$ cat src/flash_ctl_pkg.sv
package flash_ctl_pkg;

  localparam int ADDR_W = 19;
  localparam int DATA_W = 16;

  // Command sequence addresses and codes
  localparam logic [18:0] CMD_ADDR_A = 19'h05555;
  localparam logic [18:0] CMD_ADDR_B = 19'h02AAA;
  localparam logic [7:0] CODE_UNLOCK_A = 8'hAA;
  localparam logic [7:0] CODE_UNLOCK_B = 8'h55;
  localparam logic [7:0] CODE_PROGRAM = 8'hA0;
  localparam logic [7:0] CODE_ERASE_SETUP = 8'h80;
  localparam logic [7:0] CODE_SECTOR_ERASE = 8'h30;
  localparam logic [7:0] CODE_CHIP_ERASE = 8'h10;
  localparam logic [7:0] CODE_LOCKOUT = 8'h40;
  localparam logic [7:0] CODE_ID_ENTRY = 8'h90;
  localparam logic [7:0] CODE_ID_EXIT = 8'hF0;

  // Boot block and lockout status location
  localparam logic [18:0] BOOT_BOTTOM_BASE = 19'h00000;
  localparam logic [18:0] BOOT_BOTTOM_LAST = 19'h01FFF;
  localparam logic [18:0] BOOT_TOP_BASE = 19'h7E000;
  localparam logic [18:0] BOOT_TOP_LAST = 19'h7FFFF;
  localparam logic [18:0] LOCK_STAT_BOTTOM = 19'h00002;
  localparam logic [18:0] LOCK_STAT_TOP = 19'h7E002;

  // Sector select addresses, upper seven bits (18:12) of the word address
  localparam logic [18:0] SECT_BOTTOM_BOOT = 19'h01000;
  localparam logic [18:0] SECT_BOTTOM_PAR1 = 19'h02000;
  localparam logic [18:0] SECT_BOTTOM_PAR2 = 19'h03000;
  localparam logic [18:0] SECT_BOTTOM_MAIN = 19'h7F000;
  localparam logic [18:0] SECT_TOP_BOOT = 19'h7F000;
  localparam logic [18:0] SECT_TOP_PAR1 = 19'h7D000;
  localparam logic [18:0] SECT_TOP_PAR2 = 19'h7C000;
  localparam logic [18:0] SECT_TOP_MAIN = 19'h7B000;

  localparam int POLL_BIT = 7;
  localparam int TOGGLE_BIT = 6;
  localparam int LOCK_BIT = 0;

  // Bus timing at 50 MHz
  localparam int CLK_PERIOD_NS = 20;
  localparam int STROBE_NS = 60;
  localparam int STROBE_CYC = (STROBE_NS + CLK_PERIOD_NS - 1) / CLK_PERIOD_NS;
  localparam int NOISE_NS = 15;
  localparam int NOISE_CYC = (NOISE_NS + CLK_PERIOD_NS - 1) / CLK_PERIOD_NS;
  localparam int SETUP_CYC = 1;
  localparam int POWER_ON_MS = 10;
  localparam int POWER_ON_CYC = POWER_ON_MS * 1000000 / CLK_PERIOD_NS;
  localparam int POLL_LIMIT = 1000000;

  typedef enum logic [2:0] {
    OP_PROGRAM,
    OP_SECTOR_ERASE,
    OP_CHIP_ERASE,
    OP_LOCKOUT,
    OP_ID_ENTRY,
    OP_ID_EXIT,
    OP_ID_EXIT_SHORT,
    OP_READ
  } op_type;

  typedef struct packed {
    op_type op;
    logic [18:0] addr;
    logic [15:0] data;
    logic override;
  } req_type;

  typedef struct packed {
    logic [18:0] addr;
    logic [15:0] dout;
    logic ce_n;
    logic oe_n;
    logic we_n;
    logic dq_oe_n;
  } pins_type;

endpackage

$ cat src/flash_bus_cycle.sv
`timescale 1ns/100ps
`default_nettype none
// One write or read cycle on the asynchronous flash bus.
module flash_bus_cycle #(
  parameter int STROBE_CYC = flash_ctl_pkg::STROBE_CYC
) (
  input wire logic clk,
  input wire logic rst_n,
  input wire logic start,
  input wire logic write,
  input wire logic [18:0] addr,
  input wire logic [15:0] wdata,
  input wire logic [15:0] dq_in,
  output logic done,
  output logic [15:0] rdata,
  output flash_ctl_pkg::pins_type pins
);
  typedef enum logic [1:0] {IDLE, SETUP, STROBE, HOLD} cyc_state_type;
  typedef struct packed {
    cyc_state_type st;
    logic [7:0] cnt;
    logic wr;
    logic [15:0] rd;
    flash_ctl_pkg::pins_type p;
  } cyc_type;
  cyc_type s_reg;
  cyc_type s_next;

  always_comb
  begin
    s_next = s_reg;
    done = 1'b0;
    unique case (s_reg.st)
      IDLE:
      begin
        if (start)
        begin
          s_next.st = SETUP;
          s_next.wr = write;
          s_next.p.addr = addr;
          s_next.p.dout = wdata;
          // Drive data only on writes; OE held high then
          s_next.p.dq_oe_n = ~write;
          s_next.p.ce_n = 1'b0;
        end
      end
      SETUP:
      begin
        s_next.st = STROBE;
        s_next.cnt = 8'(STROBE_CYC);
        if (s_reg.wr)
          s_next.p.we_n = 1'b0;
        else
          s_next.p.oe_n = 1'b0;
      end
      STROBE:
      begin
        if (s_reg.cnt > 8'h01)
          s_next.cnt = s_reg.cnt - 8'h01;
        else
        begin
          s_next.st = HOLD;
          s_next.rd = dq_in;
          s_next.p.we_n = 1'b1;
          s_next.p.oe_n = 1'b1;
        end
      end
      HOLD:
      begin
        // Data held one cycle past rising edge
        s_next.st = IDLE;
        s_next.p.ce_n = 1'b1;
        s_next.p.dq_oe_n = 1'b1;
        done = 1'b1;
      end
    endcase
  end

  always_ff @(posedge clk)
  begin
    if (!rst_n)
    begin
      s_reg <= '0;
      s_reg.st <= IDLE;
      s_reg.p.ce_n <= 1'b1;
      s_reg.p.oe_n <= 1'b1;
      s_reg.p.we_n <= 1'b1;
      s_reg.p.dq_oe_n <= 1'b1;
    end
    else
      s_reg <= s_next;
  end

  assign rdata = s_reg.rd;
  assign pins = s_reg.p;
endmodule
`default_nettype wire

$ cat src/flash_host_ctl.sv
`timescale 1ns/100ps
`default_nettype none
// Overview of operation
// - Program: AA, 55, A0, then address/data
// - Lockout: six writes ending 40
// - Override level bypasses lockout
// - ID entry 90; exit F0 forms
// - Address on fall, data on rise
module flash_host_ctl #(
  parameter int POWER_ON_CYC = flash_ctl_pkg::POWER_ON_CYC,
  parameter int POLL_LIMIT = flash_ctl_pkg::POLL_LIMIT,
  parameter bit TOP_BOOT = 1'b0
) (
  input wire logic clk,
  input wire logic rst_n,
  input wire logic req_valid,
  output logic req_ready,
  input wire flash_ctl_pkg::req_type req,
  output logic resp_valid,
  output logic [15:0] resp_data,
  output logic resp_error,
  output logic resp_locked,
  output logic [18:0] flash_addr,
  output logic [15:0] flash_dq_out,
  output logic flash_dq_oe_n,
  input wire logic [15:0] flash_dq_in,
  output logic flash_ce_n,
  output logic flash_oe_n,
  output logic flash_we_n,
  output logic flash_reset_n,
  output logic flash_override,
  input wire logic flash_ready_n_low
);
  typedef enum logic [2:0] {WAIT_PWR, IDLE, WRITE, POLL, REPORT} st_type;
  typedef struct packed {
    st_type st;
    logic [23:0] pwr_cnt;
    logic [2:0] step;
    logic [2:0] nsteps;
    flash_ctl_pkg::req_type r;
    logic [15:0] last_rd;
    logic have_last;
    logic [19:0] poll_cnt;
    logic [15:0] data;
    logic err;
    logic locked;
    logic valid;
    logic go;
    logic wr;
    logic [18:0] a;
    logic [15:0] d;
  } ctl_type;
  ctl_type s_reg;
  ctl_type s_next;

  logic cyc_done;
  logic [15:0] cyc_rdata;
  flash_ctl_pkg::pins_type pins;

  flash_bus_cycle u_cycle (
    .clk(clk),
    .rst_n(rst_n),
    .start(s_reg.go),
    .write(s_reg.wr),
    .addr(s_reg.a),
    .wdata(s_reg.d),
    .dq_in(flash_dq_in),
    .done(cyc_done),
    .rdata(cyc_rdata),
    .pins(pins)
  );

  // Address and data of one step of a command sequence
  function automatic logic [34:0] step_word(flash_ctl_pkg::req_type r, logic [2:0] i);
    logic [18:0] a;
    logic [7:0] d;
    a = flash_ctl_pkg::CMD_ADDR_A;
    d = flash_ctl_pkg::CODE_UNLOCK_A;
    if (i == 3'd1 || i == 3'd4)
    begin
      a = flash_ctl_pkg::CMD_ADDR_B;
      d = flash_ctl_pkg::CODE_UNLOCK_B;
    end
    else if (i == 3'd2)
    begin
      unique case (r.op)
        flash_ctl_pkg::OP_PROGRAM: d = flash_ctl_pkg::CODE_PROGRAM;
        flash_ctl_pkg::OP_ID_ENTRY: d = flash_ctl_pkg::CODE_ID_ENTRY;
        flash_ctl_pkg::OP_ID_EXIT: d = flash_ctl_pkg::CODE_ID_EXIT;
        default: d = flash_ctl_pkg::CODE_ERASE_SETUP;
      endcase
    end
    else if (i == 3'd3 && r.op == flash_ctl_pkg::OP_PROGRAM)
      return {r.addr, r.data};
    else if (i == 3'd5)
    begin
      unique case (r.op)
        flash_ctl_pkg::OP_SECTOR_ERASE:
        begin
          a = r.addr;
          d = flash_ctl_pkg::CODE_SECTOR_ERASE;
        end
        flash_ctl_pkg::OP_LOCKOUT: d = flash_ctl_pkg::CODE_LOCKOUT;
        default: d = flash_ctl_pkg::CODE_CHIP_ERASE;
      endcase
    end
    if (r.op == flash_ctl_pkg::OP_ID_EXIT_SHORT)
    begin
      a = r.addr;
      d = flash_ctl_pkg::CODE_ID_EXIT;
    end
    // upper data byte is don't care, sent as zero
    return {a, 8'h00, d};
  endfunction

  function automatic logic [2:0] seq_len(flash_ctl_pkg::op_type op);
    unique case (op)
      flash_ctl_pkg::OP_PROGRAM: return 3'd4;
      flash_ctl_pkg::OP_ID_ENTRY, flash_ctl_pkg::OP_ID_EXIT: return 3'd3;
      flash_ctl_pkg::OP_ID_EXIT_SHORT, flash_ctl_pkg::OP_READ: return 3'd1;
      default: return 3'd6;
    endcase
  endfunction

  function automatic logic is_boot(logic [18:0] a);
    if (TOP_BOOT)
      return a >= flash_ctl_pkg::BOOT_TOP_BASE;
    return a <= flash_ctl_pkg::BOOT_BOTTOM_LAST;
  endfunction

  logic [34:0] sw;
  always_comb
  begin
    s_next = s_reg;
    s_next.go = 1'b0;
    s_next.valid = 1'b0;
    sw = step_word(s_reg.r, s_reg.step);
    unique case (s_reg.st)
      WAIT_PWR:
      begin
        if (s_reg.pwr_cnt >= 24'(POWER_ON_CYC - 1))
          s_next.st = IDLE;
        else
          s_next.pwr_cnt = s_reg.pwr_cnt + 24'h000001;
      end
      IDLE:
      begin
        if (req_valid)
        begin
          s_next.r = req;
          s_next.step = 3'd0;
          s_next.nsteps = seq_len(req.op);
          s_next.err = 1'b0;
          s_next.have_last = 1'b0;
          s_next.poll_cnt = '0;
          s_next.st = WRITE;
          if ((req.op == flash_ctl_pkg::OP_PROGRAM || req.op == flash_ctl_pkg::OP_SECTOR_ERASE)
              && is_boot(req.addr) && s_reg.locked && !req.override)
          begin
            s_next.err = 1'b1;
            s_next.st = REPORT;
          end
        end
      end
      WRITE:
      begin
        if (!s_reg.go && !cyc_done && !s_next.go)
        begin
          s_next.go = 1'b1;
          s_next.wr = (s_reg.r.op != flash_ctl_pkg::OP_READ);
          s_next.a = (s_reg.r.op == flash_ctl_pkg::OP_READ) ? s_reg.r.addr : sw[34:16];
          s_next.d = sw[15:0];
        end
        if (cyc_done)
        begin
          s_next.go = 1'b0;
          s_next.data = cyc_rdata;
          if (s_reg.step + 3'd1 < s_reg.nsteps)
            s_next.step = s_reg.step + 3'd1;
          else if (s_reg.r.op == flash_ctl_pkg::OP_PROGRAM
                   || s_reg.r.op == flash_ctl_pkg::OP_SECTOR_ERASE
                   || s_reg.r.op == flash_ctl_pkg::OP_CHIP_ERASE)
            s_next.st = POLL;
          else
          begin
            if (s_reg.r.op == flash_ctl_pkg::OP_LOCKOUT)
              s_next.locked = 1'b1;
            s_next.st = REPORT;
          end
        end
        else if (s_reg.go)
          s_next.go = 1'b0;
      end
      POLL:
      begin
        // no command writes while busy, reads only
        if (!s_reg.go && !cyc_done)
        begin
          s_next.go = 1'b1;
          s_next.wr = 1'b0;
          s_next.a = s_reg.r.addr;
        end
        if (cyc_done)
        begin
          s_next.go = 1'b0;
          s_next.last_rd = cyc_rdata;
          s_next.have_last = 1'b1;
          s_next.poll_cnt = s_reg.poll_cnt + 20'h00001;
          s_next.data = cyc_rdata;
          // done when bit 6 stops toggling
          if (s_reg.have_last && flash_ready_n_low
              && cyc_rdata[flash_ctl_pkg::TOGGLE_BIT] == s_reg.last_rd[flash_ctl_pkg::TOGGLE_BIT])
          begin
            s_next.st = REPORT;
            // true data on bit 7 after completion
            // a zero bit that should be one means a failed program
            if (s_reg.r.op == flash_ctl_pkg::OP_PROGRAM)
              s_next.err = (cyc_rdata != s_reg.r.data);
            else
              s_next.err = ~cyc_rdata[flash_ctl_pkg::POLL_BIT];
          end
          else if (s_reg.poll_cnt >= 20'(POLL_LIMIT - 1))
          begin
            s_next.err = 1'b1;
            s_next.st = REPORT;
          end
        end
      end
      REPORT:
      begin
        s_next.valid = 1'b1;
        s_next.st = IDLE;
        // bit 0 at the status location shows lockout
        if (s_reg.r.op == flash_ctl_pkg::OP_READ
            && s_reg.r.addr == (TOP_BOOT ? flash_ctl_pkg::LOCK_STAT_TOP
                                         : flash_ctl_pkg::LOCK_STAT_BOTTOM))
          s_next.locked = s_reg.data[flash_ctl_pkg::LOCK_BIT];
      end
    endcase
  end

  always_ff @(posedge clk)
  begin
    if (!rst_n)
    begin
      s_reg <= '0;
      s_reg.st <= WAIT_PWR;
    end
    else
      s_reg <= s_next;
  end

  // only boot-block targets are checked against lockout
  assign req_ready = (s_reg.st == IDLE);
  assign resp_valid = s_reg.valid;
  assign resp_data = s_reg.data;
  assign resp_error = s_reg.err;
  assign resp_locked = s_reg.locked;
  // strobes from the cycle engine, OE high on writes
  assign flash_addr = pins.addr;
  assign flash_dq_out = pins.dout;
  assign flash_dq_oe_n = pins.dq_oe_n;
  assign flash_ce_n = pins.ce_n;
  assign flash_oe_n = pins.oe_n;
  assign flash_we_n = pins.we_n;
  // host reset mid-program corrupts that word
  assign flash_reset_n = rst_n;
  // override held for the whole operation
  assign flash_override = s_reg.r.override && (s_reg.st == WRITE || s_reg.st == POLL);
endmodule
`default_nettype wire

$ cat config.mk
export PLATFORM = sky130hd
export DESIGN_NAME = flash_host_ctl
export DESIGN_NICKNAME = d
export VERILOG_FILES = /design/src/flash_ctl_pkg.sv /design/src/flash_bus_cycle.sv /design/src/flash_host_ctl.sv
export SDC_FILE = /design/constraint.sdc
export NUM_CORES = 1
export LEC_CHECK = 0
export BUFFER_PORTS_ARGS = -buffer_cell sky130_fd_sc_hd__buf_2
export CAP_MARGIN = 20
export CORE_ASPECT_RATIO = 0.5
export CORE_MARGIN = 2
export CORE_UTILIZATION = 35
export CTS_CLUSTER_SIZE = 24
export DETAILED_ROUTE_END_ITERATION = 12
export SLEW_MARGIN = 20
export SYNTH_ARGS = -nofsm -noshare
export SYNTH_HDL_FRONTEND = slang
export SYNTH_HIERARCHICAL = 1
export SYNTH_SLANG_ARGS = --single-unit
$ cat constraint.sdc
create_clock -name clk -period 4 [get_ports clk]
set_clock_uncertainty 0.05 [all_clocks]
set_input_delay 1.2 -clock clk [delete_from_list [all_inputs] [get_ports clk]]
set_output_delay 1.2 -clock clk [all_outputs]
set_load 0.01 [all_outputs]
==> qor.yml <==
status:
  status: "finished clean"
cells_and_area:
  postLayoutCellArea_um2: 11000
  final_nets: 1284
  seq_area_um2: 4320
  area_growth_pct: 11.7
  insertedDiodeCount: 0
  multi_input_area_um2: 4660
  drive_gt1_frac: 0.149
  final_util: 0.397
  mostFrequentLayoutCell: "nand2_1"
  final_cell_mix: "nand2_1, dfxtp_1, a21oi_1"
  nFillCells: 2744
  largest_reg_flops: 131
global_routing:
  grt_overflow: 0
  antenna_found_initial: 0
  grt_usage: 0.167
  grt_max_degree: 57
  grt_pass1_wl_um: 40100
  grt_pass1_vias: 7737
worst_hold_path:
  whs_path_depth: 2
  hp-class: "register to register"
synthesis:
  ys_ff_latch: 216
  syn_inst: 1193
  yosys.area_share.simple: 0.232
  syn-num-nets: 1267
  synthMuxAreaShare: 0.0311
  synth_xor_area_frac: 0.0160
  syn_area_per_cell_um2: 8.26
  ys_types: 71
  synth_compound_area_frac: 0.173
  synth_edf_count: 0
  synth-async-reset-ratio: 0
  synth_fa_ha_area_frac: 0.0190
  ys_seq_area_frac: 0.439
  synth_top_family_by_area: "simple AND/OR/NAND/NOR gates"
  synth_ff_type: "dfxtp_1"
  ys_warn_count: 6
  netlist_area_um2: 9860
worst_setup_path:
  critPathMaxFanout: 17
  required_ns: 2.75
  end_kind: "primary output"
  path_class: "register to primary output"
  worstSetupStartpointType: "register"
  cp.arrival_ns: 1.88
  r2r_cells: 7
power_and_ir_drop:
  powerDensity_nw_per_um2: 434
  p_switching_uw: 1110
  power_frac_comb: 0.073
  p_leak_uw: 0.00411
  clkPwrFrac: 0.461
  power.share.sequential: 0.467
  intPower_uw: 3660
  swShare: 0.233
  irDropWorstVdd_mv: 0.302
  finalPower_uw: 4780
sta:
  grt_setup_unrepaired: "no"
  slew_viol_final: 0
  period_needed_ns: 3.13
  fin_ws_ns: 0.866
  tightest_slew_ns: 0.770
  setup_viol: 0
  finalHoldViolCount: 0
  slew_headroom: 0.485
  max_freq_mhz: 319
  tns_ns: 0
  period_share: 0.783
detailed_routing:
  routedWlPerCell_um: 15.6
  drc: 0
  vias_per_cell: 5.19
  routed_wl_um: 25100
  ant_nets: 0
  first_pass_iters: 5
  vias: 8333
  drtIter0Drc: 534
clock_network:
  cts_setup_buffers: 0
  cts_hold_buf: 0
  cts.path.max_buffers: 3
  cts_max_level: 1
  cts_root_buffer: "clkbuf_16"
  cts_sinks: 216
  cts_tree: "yes"
  cts_resized: 0
  clk_pin_slew_ns: 0.06
  clk_latency_ns: 0.52
  cts_buffers: 22
place:
  dp_hpwl_um: 18100
  place_ws_ns: 1.11
  dpl_cell_area_um2: 10200
  port_buffers: 119
  gp_congestion: 0.844
die:
  core_area_um2: 27700
  die_height_um: 123
  dieArea_um2: 29600
  boundaryPins: 120
  rows: 43
  die_x_um: 241
  initial_core_util: 0.356
job:
  max-cap-violations: 0
## power by group through the flow
stage	Clock, uW	Sequential (uW)	Combinational [uW]
2_1_floorplan	0	2260	249
3_3_place_gp	0	2270	323
3_5_place_dp	0	2280	343
4_1_cts	2240	2230	346
5_1_grt	2330	2230	384
6_report	2200	2230	346
## synth_stat cells, drive strengths merged (4+ instances only)
library cell / number / area, um2
dfxtp: 216 / 4320
a221oi: 7 / 61.3
a32o: 4 / 40.0
clkbuf: 59 / 221
xor2: 6 / 52.6
ha: 15 / 188
nor3: 18 / 90.1
o21a: 4 / 30.0
nor2b: 4 / 25.0
or3b: 4 / 35.0
a21oi: 144 / 721
and2: 13 / 81.3
or3: 15 / 93.8
a211oi: 7 / 52.6
nor4: 16 / 115
a22oi: 11 / 82.6
inv: 19 / 71.3
nor2: 65 / 244
and3: 8 / 50.1
mux2i: 25 / 250
buf: 80 / 594
nor3b: 7 / 52.6
nand3: 26 / 130
mux2: 5 / 56.3
nand4: 17 / 106
o31ai: 12 / 90.1
and4: 4 / 35.0
or4: 13 / 105
a31oi: 8 / 56.3
o21ai: 45 / 225
xnor2: 12 / 105
o211ai: 10 / 75.1
o41ai: 4 / 35.0
nand2: 235 / 882
nand2b: 10 / 62.6
## cell type report
class	instances	area share
timing repair buffer	132	0.0630
clock inverter	5	0.0101
inverter	19	0.00659
multi-input combinational	819	0.423
sequential	216	0.393
tap	382	0.0434
clock buffer	34	0.0605
## metal layers
| layer | vias up | share of wire | global-route usage |
|---|---|---|---|
| met5 | - | 0 | 0 |
| met4 | 0 | 0.018 | 0.0347 |
| met3 | 34 | 0.038 | 0.0259 |
| met2 | 145 | 0.48 | 0.288 |
| met1 | 4003 | 0.46 | 0.221 |
| li1 | 4151 | - | - |
## cell families (layout without fill, tap and decap cells)
| kind of cell | after synthesis | count (layout) |
|---|---|---|
| adders and majority gates | 15 | 15 |
| buffers and inverters | 158 | 190 |
| xor gates and xnor gates | 18 | 18 |
| DFF | 216 | 216 |
| muxes | 30 | 30 |
| AOI/OAI and AO/OA | 283 | 283 |
| and+or+nand+nor | 473 | 473 |
## stage by stage
step                instances  hold WS, ns
global placement         1568        0.387
global route             1607        0.420
finish                   1607        0.404
detailed placement       1568        0.393
CTS                      1607        0.402
floorplan                1193        0.379
## critical path, stage by stage (launching register included)
cell and delay, ns:
dfxtp_1 0.67, nor2b_1 0.41, and2_1 0.18, buf_2 0.12
## worst paths after layout
kind / to / slack [ns] / start
worst max-delay path: flash_override / 0.87 / s_reg[163]
worst min-delay path: u_cycle/pins[20] / 0.40 / u_cycle/pins[20]
worst max register to register: s_reg[23] / 1.17 / u_cycle/s_reg[64]
worst min register to register: u_cycle/pins[20] / 0.40 / u_cycle/pins[20]
(Power assumes the default switching activity.)
